<file path="config.mk">
export PLATFORM = sky130hd
export DESIGN_NAME = pcse_top
export DESIGN_NICKNAME = d
export VERILOG_FILES = /design/src/pcse_pkg.sv /design/src/pcse_top.sv
export VERILOG_INCLUDE_DIRS = /design/src
export SDC_FILE = /design/constraint.sdc
export NUM_CORES = 1
export LEC_CHECK = 0
export BUFFER_PORTS_ARGS = -buffer_cell sky130_fd_sc_hd__buf_2
export CORE_ASPECT_RATIO = 1.4
export CORE_MARGIN = 2
export CORE_UTILIZATION = 35
export CTS_CLUSTER_SIZE = 14
export DETAILED_ROUTE_END_ITERATION = 10
export SYNTH_ARGS = -nofsm -noshare
export SYNTH_HDL_FRONTEND = slang
export SYNTH_SLANG_ARGS = --single-unit
</file>
<file path="constraint.sdc">
create_clock -name ref_clk -period 3 [get_ports ref_clk]
set_input_delay 0.3 -clock ref_clk [delete_from_list [all_inputs] [get_ports ref_clk]]
set_output_delay 0.3 -clock ref_clk [all_outputs]
set_load 0.03 [all_outputs]
</file>
<file path="src/pcse_cfg.svh">
// Constants of the clock-select and channel-enable front end.
// Assumes byte-wide registers reached on an 8-bit address port.
`ifndef PCSE_CFG_SVH
`define PCSE_CFG_SVH

// ----------------------------------------
// Register offsets
// ----------------------------------------
`define PCSE_OFS_CLK 8'h40
`define PCSE_OFS_POL 8'h41
`define PCSE_OFS_EN 8'h42
`define PCSE_OFS_PRES 8'h43
`define PCSE_OFS_SCAL0 8'h44
`define PCSE_OFS_SCNT0 8'h45
`define PCSE_OFS_SCAL1 8'h46
`define PCSE_OFS_SCNT1 8'h47
`define PCSE_OFS_TEST 8'h54

// ----------------------------------------
// Field positions
// ----------------------------------------
`define PCSE_CLK_PAIR_UP 7
`define PCSE_CLK_PAIR_LO 6
`define PCSE_CLK_PA_LSB 3
`define PCSE_CLK_PB_LSB 0
`define PCSE_POL_CHOICE_LSB 4
`define PCSE_POL_POL_LSB 0
`define PCSE_TEST_LOAD_DIS 3

// ----------------------------------------
// Reset values and the prescaler all-ones mask
// ----------------------------------------
`define PCSE_RST_CLK 8'h00
`define PCSE_RST_POL 8'h00
`define PCSE_RST_EN 4'h0
`define PCSE_RST_PRES 7'h00
`define PCSE_RST_SCAL 8'h00
`define PCSE_PRES_ALL 7'h7f

`endif

</file>
<file path="src/pcse_pkg.sv">
// Types shared by the front end and its surroundings.
// Constants live in pcse_cfg.svh.
package pcse_pkg;

    typedef struct packed {
        logic [7:0] addr;
        logic [7:0] wdata;
        logic wr;
        logic rd;
    } pcse_req_s;

    typedef struct packed {
        logic [7:0] clk_cfg;
        logic [7:0] pol_cfg;
        logic [3:0] en;
        logic [6:0] pres;
        logic [7:0] scal0;
        logic [7:0] scnt0;
        logic [7:0] scal1;
        logic [7:0] scnt1;
        logic half0;
        logic half1;
        logic load_dis;
        logic sm_meta;
        logic sm;
        logic [3:0] live;
        logic [3:0] clk_en;
        logic [3:0] pin_out;
        logic [3:0] pin_oe;
        logic [3:0] pol_out;
        logic [1:0] pair;
        logic [7:0] rdata;
    } pcse_state_s;

endpackage

</file>
<file path="src/pcse_top.sv">
// Clock generation and channel control in front of four PWM counters.
// Assumes counters on ref_clk that deliver a raw duty level per channel
// (0 before the duty match, 1 after) and take clk_en as their tick.
//
// Operation
// - Pairing bit for channels 2/3 forms one 16-bit channel, 2 upper.
// - Paired 2/3 drives pin 2 and is clocked by channel 3's choice.
// - Pairing bit for channels 0/1 forms one 16-bit channel, 0 upper.
// - Paired 0/1 drives pin 0 and is clocked by channel 1's choice.
// - Clock A is bus clock over two to the prescale field, 1..128.
// - Clock B uses its own prescale field, same encoding as A.
// - Channels 2/3 choose clock B at 0, scaled B at 1.
// - Channels 0/1 choose clock A at 0, scaled A at 1.
// - Polarity 0 starts low then high at duty; 1 the reverse.
// - Left aligned, duty counts low time at 0, high time at 1.
// - Enable forces the pin to output (not pins 1/3 when paired), direction bit untouched.
// - Enable cleared returns pin direction to the direction bit.
// - Clock reaches a channel only while enabled, gated at edges.
// - All enables clear stops the prescaler counter.
// - Waveform appears at the next cycle of the selected clock.
// - Prescaler is a readable free 7-bit counter, written in special mode.
// - Scale register 0 write loads counter unless special and load disabled.
// - Scaled A is clock A over scale 0 plus one, then halved.
// - Scale counters count down and reload at zero.
// - Scaled B is clock B over scale 1 plus one, then halved.
`timescale 1ns/1ps

module pcse_top (
    input wire logic ref_clk,
    input wire logic rst,
    input wire pcse_pkg::pcse_req_s req,
    input wire logic special_mode_pin,
    input wire logic [3:0] port_direction_register,
    input wire logic [3:0] port_data,
    input wire logic [3:0] chan_wave,
    output logic [7:0] rdata,
    output logic [3:0] chan_clk_en,
    output logic [3:0] chan_polarity,
    output logic [1:0] pair_flags,
    output logic [3:0] pin_out,
    output logic [3:0] pin_oe
);
    import pcse_pkg::*;
`include "pcse_cfg.svh"

    pcse_state_s s_reg;
    pcse_state_s s_next;

    // ----------------------------------------
    // Decoded views of the current state
    // ----------------------------------------
    logic [2:0] pa;
    logic [2:0] pb;
    logic [6:0] mask_a;
    logic [6:0] mask_b;
    logic run;
    logic tick_a;
    logic tick_b;
    logic tick_sa;
    logic tick_sb;
    logic [3:0] choice;
    logic [3:0] tick_ch;
    logic [3:0] owned;

    always_comb begin
        pa = s_reg.clk_cfg[`PCSE_CLK_PA_LSB +: 3];
        pb = s_reg.clk_cfg[`PCSE_CLK_PB_LSB +: 3];
        choice = s_reg.pol_cfg[`PCSE_POL_CHOICE_LSB +: 4];
        // Low bits all ones marks one pulse per 2^n cycles
        mask_a = ~(`PCSE_PRES_ALL << pa);
        mask_b = ~(`PCSE_PRES_ALL << pb);
        run = |s_reg.en;
        tick_a = run && ((s_reg.pres & mask_a) == mask_a);
        tick_b = run && ((s_reg.pres & mask_b) == mask_b);
        // Scaled pulse on every second reload
        tick_sa = tick_a && (s_reg.scnt0 == 8'h00) && s_reg.half0;
        tick_sb = tick_b && (s_reg.scnt1 == 8'h00) && s_reg.half1;
        tick_ch[0] = choice[0] ? tick_sa : tick_a;
        tick_ch[1] = choice[1] ? tick_sa : tick_a;
        tick_ch[2] = choice[2] ? tick_sb : tick_b;
        tick_ch[3] = choice[3] ? tick_sb : tick_b;
        // Paired upper byte follows the lower channel's clock
        if (s_reg.clk_cfg[`PCSE_CLK_PAIR_LO]) begin
            tick_ch[0] = tick_ch[1];
        end
        if (s_reg.clk_cfg[`PCSE_CLK_PAIR_UP]) begin
            tick_ch[2] = tick_ch[3];
        end
        owned = s_reg.en;
        // Lower byte of a pair gives its pin back to the port
        if (s_reg.clk_cfg[`PCSE_CLK_PAIR_LO]) begin
            owned[1] = 1'b0;
        end
        if (s_reg.clk_cfg[`PCSE_CLK_PAIR_UP]) begin
            owned[3] = 1'b0;
        end
    end

    // ----------------------------------------
    // Next state
    // ----------------------------------------
    always_comb begin
        s_next = s_reg;
        s_next.clk_en = 4'h0;
        s_next.rdata = 8'h00;
        // Mode pin is asynchronous: two flops before use
        s_next.sm_meta = special_mode_pin;
        s_next.sm = s_reg.sm_meta;

        // Prescaler halts with all channels off to save power
        if (run) begin
            s_next.pres = s_reg.pres + 7'h01;
        end

        // Scale counters step on their source clock
        if (tick_a) begin
            if (s_reg.scnt0 == 8'h00) begin
                s_next.scnt0 = s_reg.scal0;
                s_next.half0 = ~s_reg.half0;
            end else begin
                s_next.scnt0 = s_reg.scnt0 - 8'h01;
            end
        end
        if (tick_b) begin
            if (s_reg.scnt1 == 8'h00) begin
                s_next.scnt1 = s_reg.scal1;
                s_next.half1 = ~s_reg.half1;
            end else begin
                s_next.scnt1 = s_reg.scnt1 - 8'h01;
            end
        end

        // Channel clock gating, live waveform and pins
        for (int i = 0; i < 4; i++) begin
            s_next.clk_en[i] = s_reg.en[i] & tick_ch[i];
            if (!s_reg.en[i]) begin
                s_next.live[i] = 1'b0;
            end else if (tick_ch[i]) begin
                s_next.live[i] = 1'b1;
            end
            s_next.pin_oe[i] = owned[i] | port_direction_register[i];
            if (!owned[i]) begin
                s_next.pin_out[i] = port_data[i];
            end else if (s_reg.live[i]) begin
                // Raw level flips at duty; polarity picks the start level
                s_next.pin_out[i] = chan_wave[i] ^ s_reg.pol_cfg[i];
            end else begin
                s_next.pin_out[i] = s_reg.pol_cfg[i];
            end
        end
        s_next.pol_out = s_reg.pol_cfg[`PCSE_POL_POL_LSB +: 4];
        s_next.pair[1] = s_reg.clk_cfg[`PCSE_CLK_PAIR_UP];
        s_next.pair[0] = s_reg.clk_cfg[`PCSE_CLK_PAIR_LO];

        // Test bits exist only in special mode
        if (!s_reg.sm) begin
            s_next.load_dis = 1'b0;
        end

        // Register writes win over counting in the same cycle
        if (req.wr) begin
            if (req.addr == `PCSE_OFS_CLK) begin
                s_next.clk_cfg = req.wdata;
            end else if (req.addr == `PCSE_OFS_POL) begin
                // Clock choice may glitch one pulse if changed live
                s_next.pol_cfg = req.wdata;
            end else if (req.addr == `PCSE_OFS_EN) begin
                s_next.en = req.wdata[3:0];
            end else if (req.addr == `PCSE_OFS_PRES) begin
                if (s_reg.sm) begin
                    s_next.pres = req.wdata[6:0];
                end
            end else if (req.addr == `PCSE_OFS_SCAL0) begin
                s_next.scal0 = req.wdata;
                if (!(s_reg.sm && s_reg.load_dis)) begin
                    s_next.scnt0 = req.wdata;
                end
            end else if (req.addr == `PCSE_OFS_SCAL1) begin
                s_next.scal1 = req.wdata;
                if (!(s_reg.sm && s_reg.load_dis)) begin
                    s_next.scnt1 = req.wdata;
                end
            end else if (req.addr == `PCSE_OFS_TEST) begin
                if (s_reg.sm) begin
                    s_next.load_dis = req.wdata[`PCSE_TEST_LOAD_DIS];
                end
            end
        end

        // Read data stand in the cycle after the strobe
        if (req.rd) begin
            if (req.addr == `PCSE_OFS_CLK) begin
                s_next.rdata = s_reg.clk_cfg;
            end else if (req.addr == `PCSE_OFS_POL) begin
                s_next.rdata = s_reg.pol_cfg;
            end else if (req.addr == `PCSE_OFS_EN) begin
                s_next.rdata = {4'h0, s_reg.en};
            end else if (req.addr == `PCSE_OFS_PRES) begin
                s_next.rdata = {1'b0, s_reg.pres};
            end else if (req.addr == `PCSE_OFS_SCAL0) begin
                s_next.rdata = s_reg.scal0;
            end else if (req.addr == `PCSE_OFS_SCNT0) begin
                s_next.rdata = s_reg.scnt0;
            end else if (req.addr == `PCSE_OFS_SCAL1) begin
                s_next.rdata = s_reg.scal1;
            end else if (req.addr == `PCSE_OFS_SCNT1) begin
                s_next.rdata = s_reg.scnt1;
            end else if (req.addr == `PCSE_OFS_TEST) begin
                s_next.rdata = {4'h0, s_reg.load_dis, 3'h0};
            end
        end
    end

    // ----------------------------------------
    // State register
    // ----------------------------------------
    always_ff @(posedge ref_clk) begin
        if (rst) begin
            s_reg <= '0;
            s_reg.clk_cfg <= `PCSE_RST_CLK;
            s_reg.pol_cfg <= `PCSE_RST_POL;
            s_reg.en <= `PCSE_RST_EN;
            s_reg.pres <= `PCSE_RST_PRES;
            s_reg.scal0 <= `PCSE_RST_SCAL;
            s_reg.scnt0 <= `PCSE_RST_SCAL;
            s_reg.scal1 <= `PCSE_RST_SCAL;
            s_reg.scnt1 <= `PCSE_RST_SCAL;
        end else begin
            s_reg <= s_next;
        end
    end

    assign rdata = s_reg.rdata;
    assign chan_clk_en = s_reg.clk_en;
    assign chan_polarity = s_reg.pol_out;
    assign pair_flags = s_reg.pair;
    assign pin_out = s_reg.pin_out;
    assign pin_oe = s_reg.pin_oe;
endmodule

</file>
==> summary.md, run 1 <==
| Metric | Value |
|---|---|
| Multi-input gate area | 2540 sq um |
| Core area | around 13,000 sq um |
| Antenna violations before repair | 0 |
| DRT antenna net count | 0 |
| Number of synthesized flops with an enable pin | 0 |
| Final setup viols | 0 |
| CTS buffer count | 9 |
| Area grow syn2layout | 11.9% |
| Root buffer cell | clkbuf_16 |
| Max H-tree Level | 3 |
| Reg clk slew, reported paths | roughly 70 ps |
| CP endpoint kind | flip-flop |
| Post-Synthesis Cells | about 580 |
| Yosys top cell area share | 0.393 |
| Period utilization | 0.786 |
| CTS tree | yes |
| Slew @ Worst Pin | roughly 880 ps |
| Worst Path Required | 3270 ps |
| Post-route insts no fill | 787 |
| Drc violations | 0 |
| Smallest setup slack after layout | approximately 640 ps |
| Min Tclk post-route | between 2000 and 2500 ps |
| Largest net degree at the start of global routing | 40 |
| Final wirelength | between 10 and 15 mm |
| Synth cell types | 59 |
| XOR/XNOR share of the synthesized area | 0.0220 |
| Vias per inst | 5.53 |
| Mux cell area share after synthesis | 0.0876 |
| Layout cells sized above 1 | 0.167 |
| Largest register FFs | 49 |
| DR vias | 4,353 |
| Final Hold Viols | 0 |
| Latest clock arrival within the worst-skew pair | 350 ps |
| Num Clock Sinks | between 90 and 100 |
| First-pass GRT wire length | 22.2 mm |
| Register area | about 1900 sq um |
| Nets | 638 |
| Total Power | 2.60 mW |
| Sequential element share of the synthesized area | 0.393 |
| WP data arrival | 2630 ps |
| Post-Place Cells | between 700 and 800 |
| Crit Path Max Fanout | 7 |
| Synth Area in Compound Gates | 0.168 |
| WS Path Type | reg -> reg |
| CTS Hold Bufs | 0 |
| GRT Overall Usage | 0.202 |
| Hold Path Class | in -> reg |
| Die Footprint | approximately 15,000 sq um |
| Final HPWL DP | 10.6 mm |
| Worst reg2reg setup slack | 640 ps |
| Core Util, Final | 0.400 |
| Largest cells by area after synthesis | dfxtp_1 39%, nor2_1 6.1%, mux2i_1 5.2%, nand2_1 5.0%, buf_4 4.2% |
| Die width | 103 microns |
| Worst vdd ir | 0.205 mV |
| PortBufs | 58 |
| Pwr/cell area | between 400 and 500 nW/um^2 |
| Starting Density | 0.357 |
| F_max | 424 MHz |
| CP startpoint kind | flip-flop |
| Top cell type by total area after synthesis | dfxtp_1 |
| Synth Flop Type | dfxtp_1 |
| Post-CTS sizing | 0 |
| Boundary Pins | 59 |
| Initial DRT Pass Iterations | 5 |
| Final Skew | 9.92 ps |
| Post-Synthesis Net Count | 616 |
| Avg Cell Area, Syn | 8.28 sq um |
| Worst slew margin | 0.413 |
| Setup Buffers After CTS | 0 |
| Post-synthesis simple-gate area fraction | 0.239 |
| Final RePlAce weighted congestion | 0.993 |
| Max Transition Viols Final | 0 |
| Setup WS pre-CTS | 553 ps |
| # diodes | 0 |
| WL per Instance | between 15 and 20 microns |
| Asr flop ratio synth | 0 |
| Number of rows in the core area | 50 |
| Post-Syn Area | 4780 sq um |
| Outcome | completed |
| GR Overflow Total | 0 |
| Detailed Route Iter0 Violations | 315 |
| Seq cells post-synth | 94 |
| Clock buffer depth | 2 |
| Setup_tns | 0 ps |
| Ys Warns | 0 |
| DIE HEIGHT | 142 microns |
| RSZ-0062 raised after global routing | no |
| Fill count | 1,401 |
| Synth Area in Adders | 0.0131 |
| Main combinational cell family by area after synthesis | simple AND/OR/NAND/NOR gates |
| Vias in the first global route | approximately 4,000 |
| Static Leak | between 2 and 2.5 nW |
| Max_cap viols | 0 |
## synthesized netlist by cell type, drive strengths merged (2+ instances only)
cell type  number
or3             4
nor3           15
a31oi           4
o31ai           4
xor2            5
and3            4
o21a            5
a311oi          8
o2bb2ai         2
mux2            5
buf            39
inv            12
a21oi          40
nand4           4
a22oi           2
nand3          22
nor4b           2
o21ai          24
clkbuf         16
mux2i          25
and2            6
dfxtp          94
nor4            5
mux4            5
nor2           78
a211oi         13
nor3b           2
ha              5
nand2          64
nor2b          20
a221oi          4
o221ai          2
xnor2           7
o211ai          3
or2             3
or4             5
o41ai           3
nand2b          5
## report_power, final
group / switching [mW] / leakage (nW) / internal [mW]
registers: 0.00485 / 0.760 / 1.26
clock network: 0.518 / 0.143 / 0.655
logic: 0.114 / 1.16 / 0.0485
total: 0.637 / 2.06 / 1.96
## final cells by class
type                       count  area share
timing repair buffer          66      0.0654
tap                          182      0.0425
inverter                      12     0.00841
clock inverter                 7      0.0150
clock buffer                   9      0.0421
multi-input combinational    417       0.475
sequential                    94       0.351
## routing by layer
metal  vias to the layer above  GRT usage  wire length [microns]
met4                         0     0.0990                    654
met1                      2083      0.246                   5800
met5                         -          0                      0
li1                       2062          -                      -
met3                        42     0.0359                    840
met2                       166      0.338                   7120
## cell usage in the layout (no fill, tap or decap), types with 5 or more instances in the layout
cell	instances
a21oi_1	40
nor2_1	78
nand3_1	22
xnor2_1	7
mux4_2	5
xor2_1	5
clkbuf_16	9
inv_1	12
buf_2	58
nand2b_1	5
and2_1	6
nor3_1	13
a311oi_1	8
mux2i_1	25
o21a_1	5
dfxtp_1	94
a211oi_1	13
ha_1	5
o21ai_0	23
buf_4	8
nand2_1	64
mux2_2	5
nor2b_1	20
or4_1	5
## through the flow
| stage | hold slack (ps) | instance area, sq um |
|---|---|---|
| finish | 156 | 5350 |
| global placement | 424 | 5050 |
| detailed placement | 431 | 5050 |
| floorplan | 409 | 4780 |
| CTS | 151 | 5350 |
| global route | 151 | 5350 |
## worst paths after layout
check	endpoint	startpoint	cells after the start
setup reg to reg	s_reg[35]	s_reg[38]	5
hold reg to reg	s_reg[30]	s_next[30]	1
setup / recovery	s_reg[35]	s_reg[38]	5
hold / removal	pin_oe[0]	port_direction_register[0]	3
## cell families (layout without fill, tap and decap cells)
| logic type | Yosys count | in the layout |
|---|---|---|
| AND/OR/NAND/NOR | 241 | 241 |
| AO/OA/AOI/OAI | 124 | 124 |
| flip-flops | 94 | 94 |
| buffers and inverters | 67 | 94 |
| multiplexers | 35 | 35 |
| XOR/XNOR | 12 | 12 |
| adder cells (fa/ha/maj) | 5 | 5 |
## critical path: stages (launching register included)
cell      delay [ps]
dfxtp_1          390
or4_1            610
nor3_1           670
nor4_1            90
a211o_1          300
a211oi_1         220
(Power assumes the default switching activity.)
==> run 2: changes to the inputs <==
- ABC_AREA: default -> 1
- clock period: 3 -> 2.07 ns (I/O delays scaled with it)
==> run 2 against run 1 <==
Net effect: via count grew 8.4%; sequential share of layout area shrank 2.0 points; power grew 48%; count of clock-buffer cells in the layout grew 4; critical endpoint is now s_reg[36].
==> summary.md, run 2 <==
| Metric | Value |
|---|---|
| WP data arrival | 2010 ps (was 2630 ps) |
| Min Tclk post-route | 1770 ps (was 2360 ps) |
| WS Path Type | reg -> reg (unchanged) |
| Boundary Pins | 59 (unchanged) |
| Antenna violations before repair | 0 (unchanged) |
| Worst reg2reg setup slack | 300 ps (was 640 ps) |
| Setup WS pre-CTS | 296 ps (was 553 ps) |
| WP depth | 11 (was 5) |
| Final Skew | 6.08 ps (was 9.92 ps) |
| Num Clock Sinks | 94 (unchanged) |
| Critical path, cell by cell | inv_1 -> ha_1 -> nor3b_1 -> nand2_1 -> inv_1 -> nand2_1 -> o21ai_0 -> nand2_1 -> nand3_1 -> nand2_1 -> inv_1 (was or4_1 -> nor3_1 -> nor4_1 -> a211o_1 -> a211oi_1) |
| Static Leak | 2.60 nW (was 2.06 nW) |
| DIE HEIGHT | 147 microns (was 142 microns) |
| CTS tree | yes (unchanged) |
| Most frequent cells in the layout | 147 x nand2_1, 94 x dfxtp_1, 88 x inv_1 (was 94 x dfxtp_1, 78 x nor2_1, 64 x nand2_1) |
| Ys Warns | 0 (unchanged) |
| Commonest cells post-synth | 147 x nand2_1, 94 x dfxtp_1, 88 x inv_1 (was 94 x dfxtp_1, 78 x nor2_1, 64 x nand2_1) |
| CP startpoint | s_reg[35] (was s_reg[38]) |
| Largest net degree at the start of global routing | 39 (was 40) |
| Vias in the first global route | 4,519 (was 4,002) |
| Largest stage delay, worst path | 360 ps (was 670 ps) |
| First-pass GRT wire length | 22.9 mm (was 22.2 mm) |
| Final HPWL DP | 11.1 mm (was 10.6 mm) |
| Worst vdd ir | 0.416 mV (was 0.205 mV) |
| Slowest CP cell | dfxtp_1 (was nor3_1) |
| Sequential element share of the synthesized area | 0.370 (was 0.393) |
| CP startpoint kind | flip-flop (unchanged) |
| Post-Synthesis Net Count | 783 (was 616) |
| Post-Syn Area | 5090 sq um (was 4780 sq um) |
| Core Util, Final | 0.397 (was 0.400) |
| Post-CTS sizing | 0 (unchanged) |
| Clock buffer depth | 2 (unchanged) |
| Drc violations | 0 (unchanged) |
| Period utilization | 0.854 (was 0.786) |
| Most numerous cell in the Yosys netlist | nand2_1 (was dfxtp_1) |
| Leading cell type in the layout, fill and taps excluded | nand2_1 (was dfxtp_1) |
| Top cell type by total area after synthesis | dfxtp_1 (unchanged) |
| Core area | 14,300 sq um (was 13,400 sq um) |
| Crit Path Max Fanout | 13 (was 7) |
| GRT Overall Usage | 0.190 (was 0.202) |
| Crit Reg-Reg Endpoint | s_reg[36] (was s_reg[35]) |
| Die width | 106 microns (was 103 microns) |
| Starting Density | 0.356 (was 0.357) |
| RSZ-0062 raised after global routing | no (unchanged) |
| Max H-tree Level | 3 (unchanged) |
| Hold_ws | 65.5 ps (was 156 ps) |
| WL per Instance | 14.8 microns (was 18.3 microns) |
| Vias per inst | 4.86 (was 5.53) |
| Setup Buffers After CTS | 0 (unchanged) |
| CTS buffer count | 9 (unchanged) |
| DR vias | 4,718 (was 4,353) |
| Yosys top cell area share | 0.370 (was 0.393) |
| Seq cells post-synth | 94 (unchanged) |
| Detailed Route Iter0 Violations | 263 (was 315) |
| Multi-input gate area | 2520 sq um (was 2540 sq um) |
| Post-Place Cells | 955 (was 771) |
| DRT antenna net count | 0 (unchanged) |
| Register area | 1880 sq um (unchanged) |
| Fin area | 5680 sq um (was 5350 sq um) |
| Critical R2R Launch | s_reg[35] (was s_reg[38]) |
| Largest cells by area after synthesis | dfxtp_1 37%, nand2_1 11%, a21oi_1 8.4%, o21ai_0 7.2%, inv_1 6.5% (was dfxtp_1 39%, nor2_1 6.1%, mux2i_1 5.2%, nand2_1 5.0%, buf_4 4.2%) |
| Smallest setup slack after layout | 303 ps (was 641 ps) |
| Post-route insts no fill | 971 (was 787) |
| CP endpoint kind | flip-flop (unchanged) |
| Pwr/cell area | 676 nW/um^2 (was 485 nW/um^2) |
| Die Footprint | 15,500 sq um (was 14,600 sq um) |
| Avg Cell Area, Syn | 6.83 sq um (was 8.28 sq um) |
| Hold Path Class | in -> reg (unchanged) |
| Worst slew margin | 0.643 (was 0.413) |
| Final wirelength | 14.3 mm (was 14.4 mm) |
| CTS Hold Bufs | 0 (unchanged) |
| Total Power | 3.84 mW (was 2.60 mW) |
| F_max | 566 MHz (was 424 MHz) |
| Largest register FFs | 49 (unchanged) |
| Number of rows in the core area | 52 (was 50) |
| Initial DRT Pass Iterations | 5 (unchanged) |
| PortBufs | 58 (unchanged) |
| Worst R2R Path Depth | 11 (was 5) |
| Root buffer cell | clkbuf_16 (unchanged) |
| Synth Flop Type | dfxtp_1 (unchanged) |
| Area grow syn2layout | 11.7% (was 11.9%) |
| Layout cells sized above 1 | 0.157 (was 0.167) |
| Final RePlAce weighted congestion | 0.935 (was 0.993) |
| Post-Synthesis Cells | 745 (was 578) |
| Fill count | 1,581 (was 1,401) |
| Setup_tns | 0 ps (unchanged) |
| Nets | 815 (was 638) |
| Worst setup path endpoint | s_reg[36] (was s_reg[35]) |
| Final Hold Viols | 0 (unchanged) |
| Most used cell, CP | nand2_1 |
| Final setup viols | 0 (unchanged) |
| Reg clk slew, reported paths | 70 ps (about the same) |
| GR Overflow Total | 0 (unchanged) |
| Outcome | completed (unchanged) |
| Latest clock arrival within the worst-skew pair | 340 ps (was 350 ps) |
| Max Transition Viols Final | 0 (unchanged) |
| # diodes | 0 (unchanged) |
| Synth cell types | 39 (was 59) |
| Max_cap viols | 0 (unchanged) |
| Worst Path Required | 2310 ps (was 3270 ps) |
| Number of synthesized flops with an enable pin | 0 (unchanged) |
| Post-DP Area | 5370 sq um (was 5050 sq um) |
| CP Buf/Inv Count | 3 (was 0) |
| Worst path top cell family by delay | simple AND/OR/NAND/NOR gates (unchanged) |
| Asr flop ratio synth | 0 (unchanged) |
| Slew @ Worst Pin | 531 ps (was 879 ps) |
==> run 2: changes by cell type after synthesis, moves of 10 or more <==
cell      previous run  this run
a211oi_1            13         0
a21oi_1             40        85
inv_1               12        88
mux2i_1             25         0
nand2_1             64       147
nand2_2              0        10
nand3_1             22        38
nor2b_1             20         0
o21ai_0             23        73
==> run 2: where the power goes <==
| group | total, mW | leakage [nW] | internal [mW] | switching (mW) |
|---|---|---|---|---|
| Clock | 1.78 | 0.150 | 1.09 | 0.685 |
| Sequential | 1.83 | 0.760 | 1.82 | 0.00689 |
| Combinational | 0.234 | 1.69 | 0.0695 | 0.164 |
| Total | 3.84 | 2.60 | 2.98 | 0.856 |
==> run 2: area by class of cell <==
class | instances | share of cell area
clock inverters | 3 | 0.0119
inverters | 99 | 0.0671
repair buffers | 66 | 0.0616
clock buffers | 13 | 0.0440
multi-input cells | 507 | 0.443
well taps | 189 | 0.0416
flip-flops and latches | 94 | 0.331
==> run 2: logic make-up after synthesis <==
kind of cell / after synthesis / share of synthesized area
simple gates: 318 / 0.288
fa+ha+maj: 5 / 0.0123
compound gates: 172 / 0.173
flops: 94 / 0.370
xor+xnor: 12 / 0.0207
buf+inv: 144 / 0.136
==> run 2: worst min-delay path by stage <==
stage                                     startpoint          to  slack (ps)  depth (start not counted)
final                               special_mode_pin  s_next[30]          70                          3
after global routing      port_direction_register[2]   pin_oe[2]          80                          3
after CTS                           special_mode_pin  s_next[30]          60                          3
after detailed placement  port_direction_register[0]   pin_oe[0]         420                          3
after global placement    port_direction_register[2]   pin_oe[2]         410                          3
after floorplan                     special_mode_pin  s_next[30]         310                          2
==> run 2: tightest hold or removal path, delay by kind of cell <==
kind | cells | cell delay [ps]
buf+inv | 2 | 100
simple gates | 1 | 60
==> run 2: per-layer routing <==
layer  vias to the layer above  routed length, microns  track usage
li1                       2424                       -            -
met4                         0                     625       0.0895
met1                      2117                    5960        0.218
met2                       139                    7150        0.339
met5                         -                       0            0
met3                        38                     604       0.0330
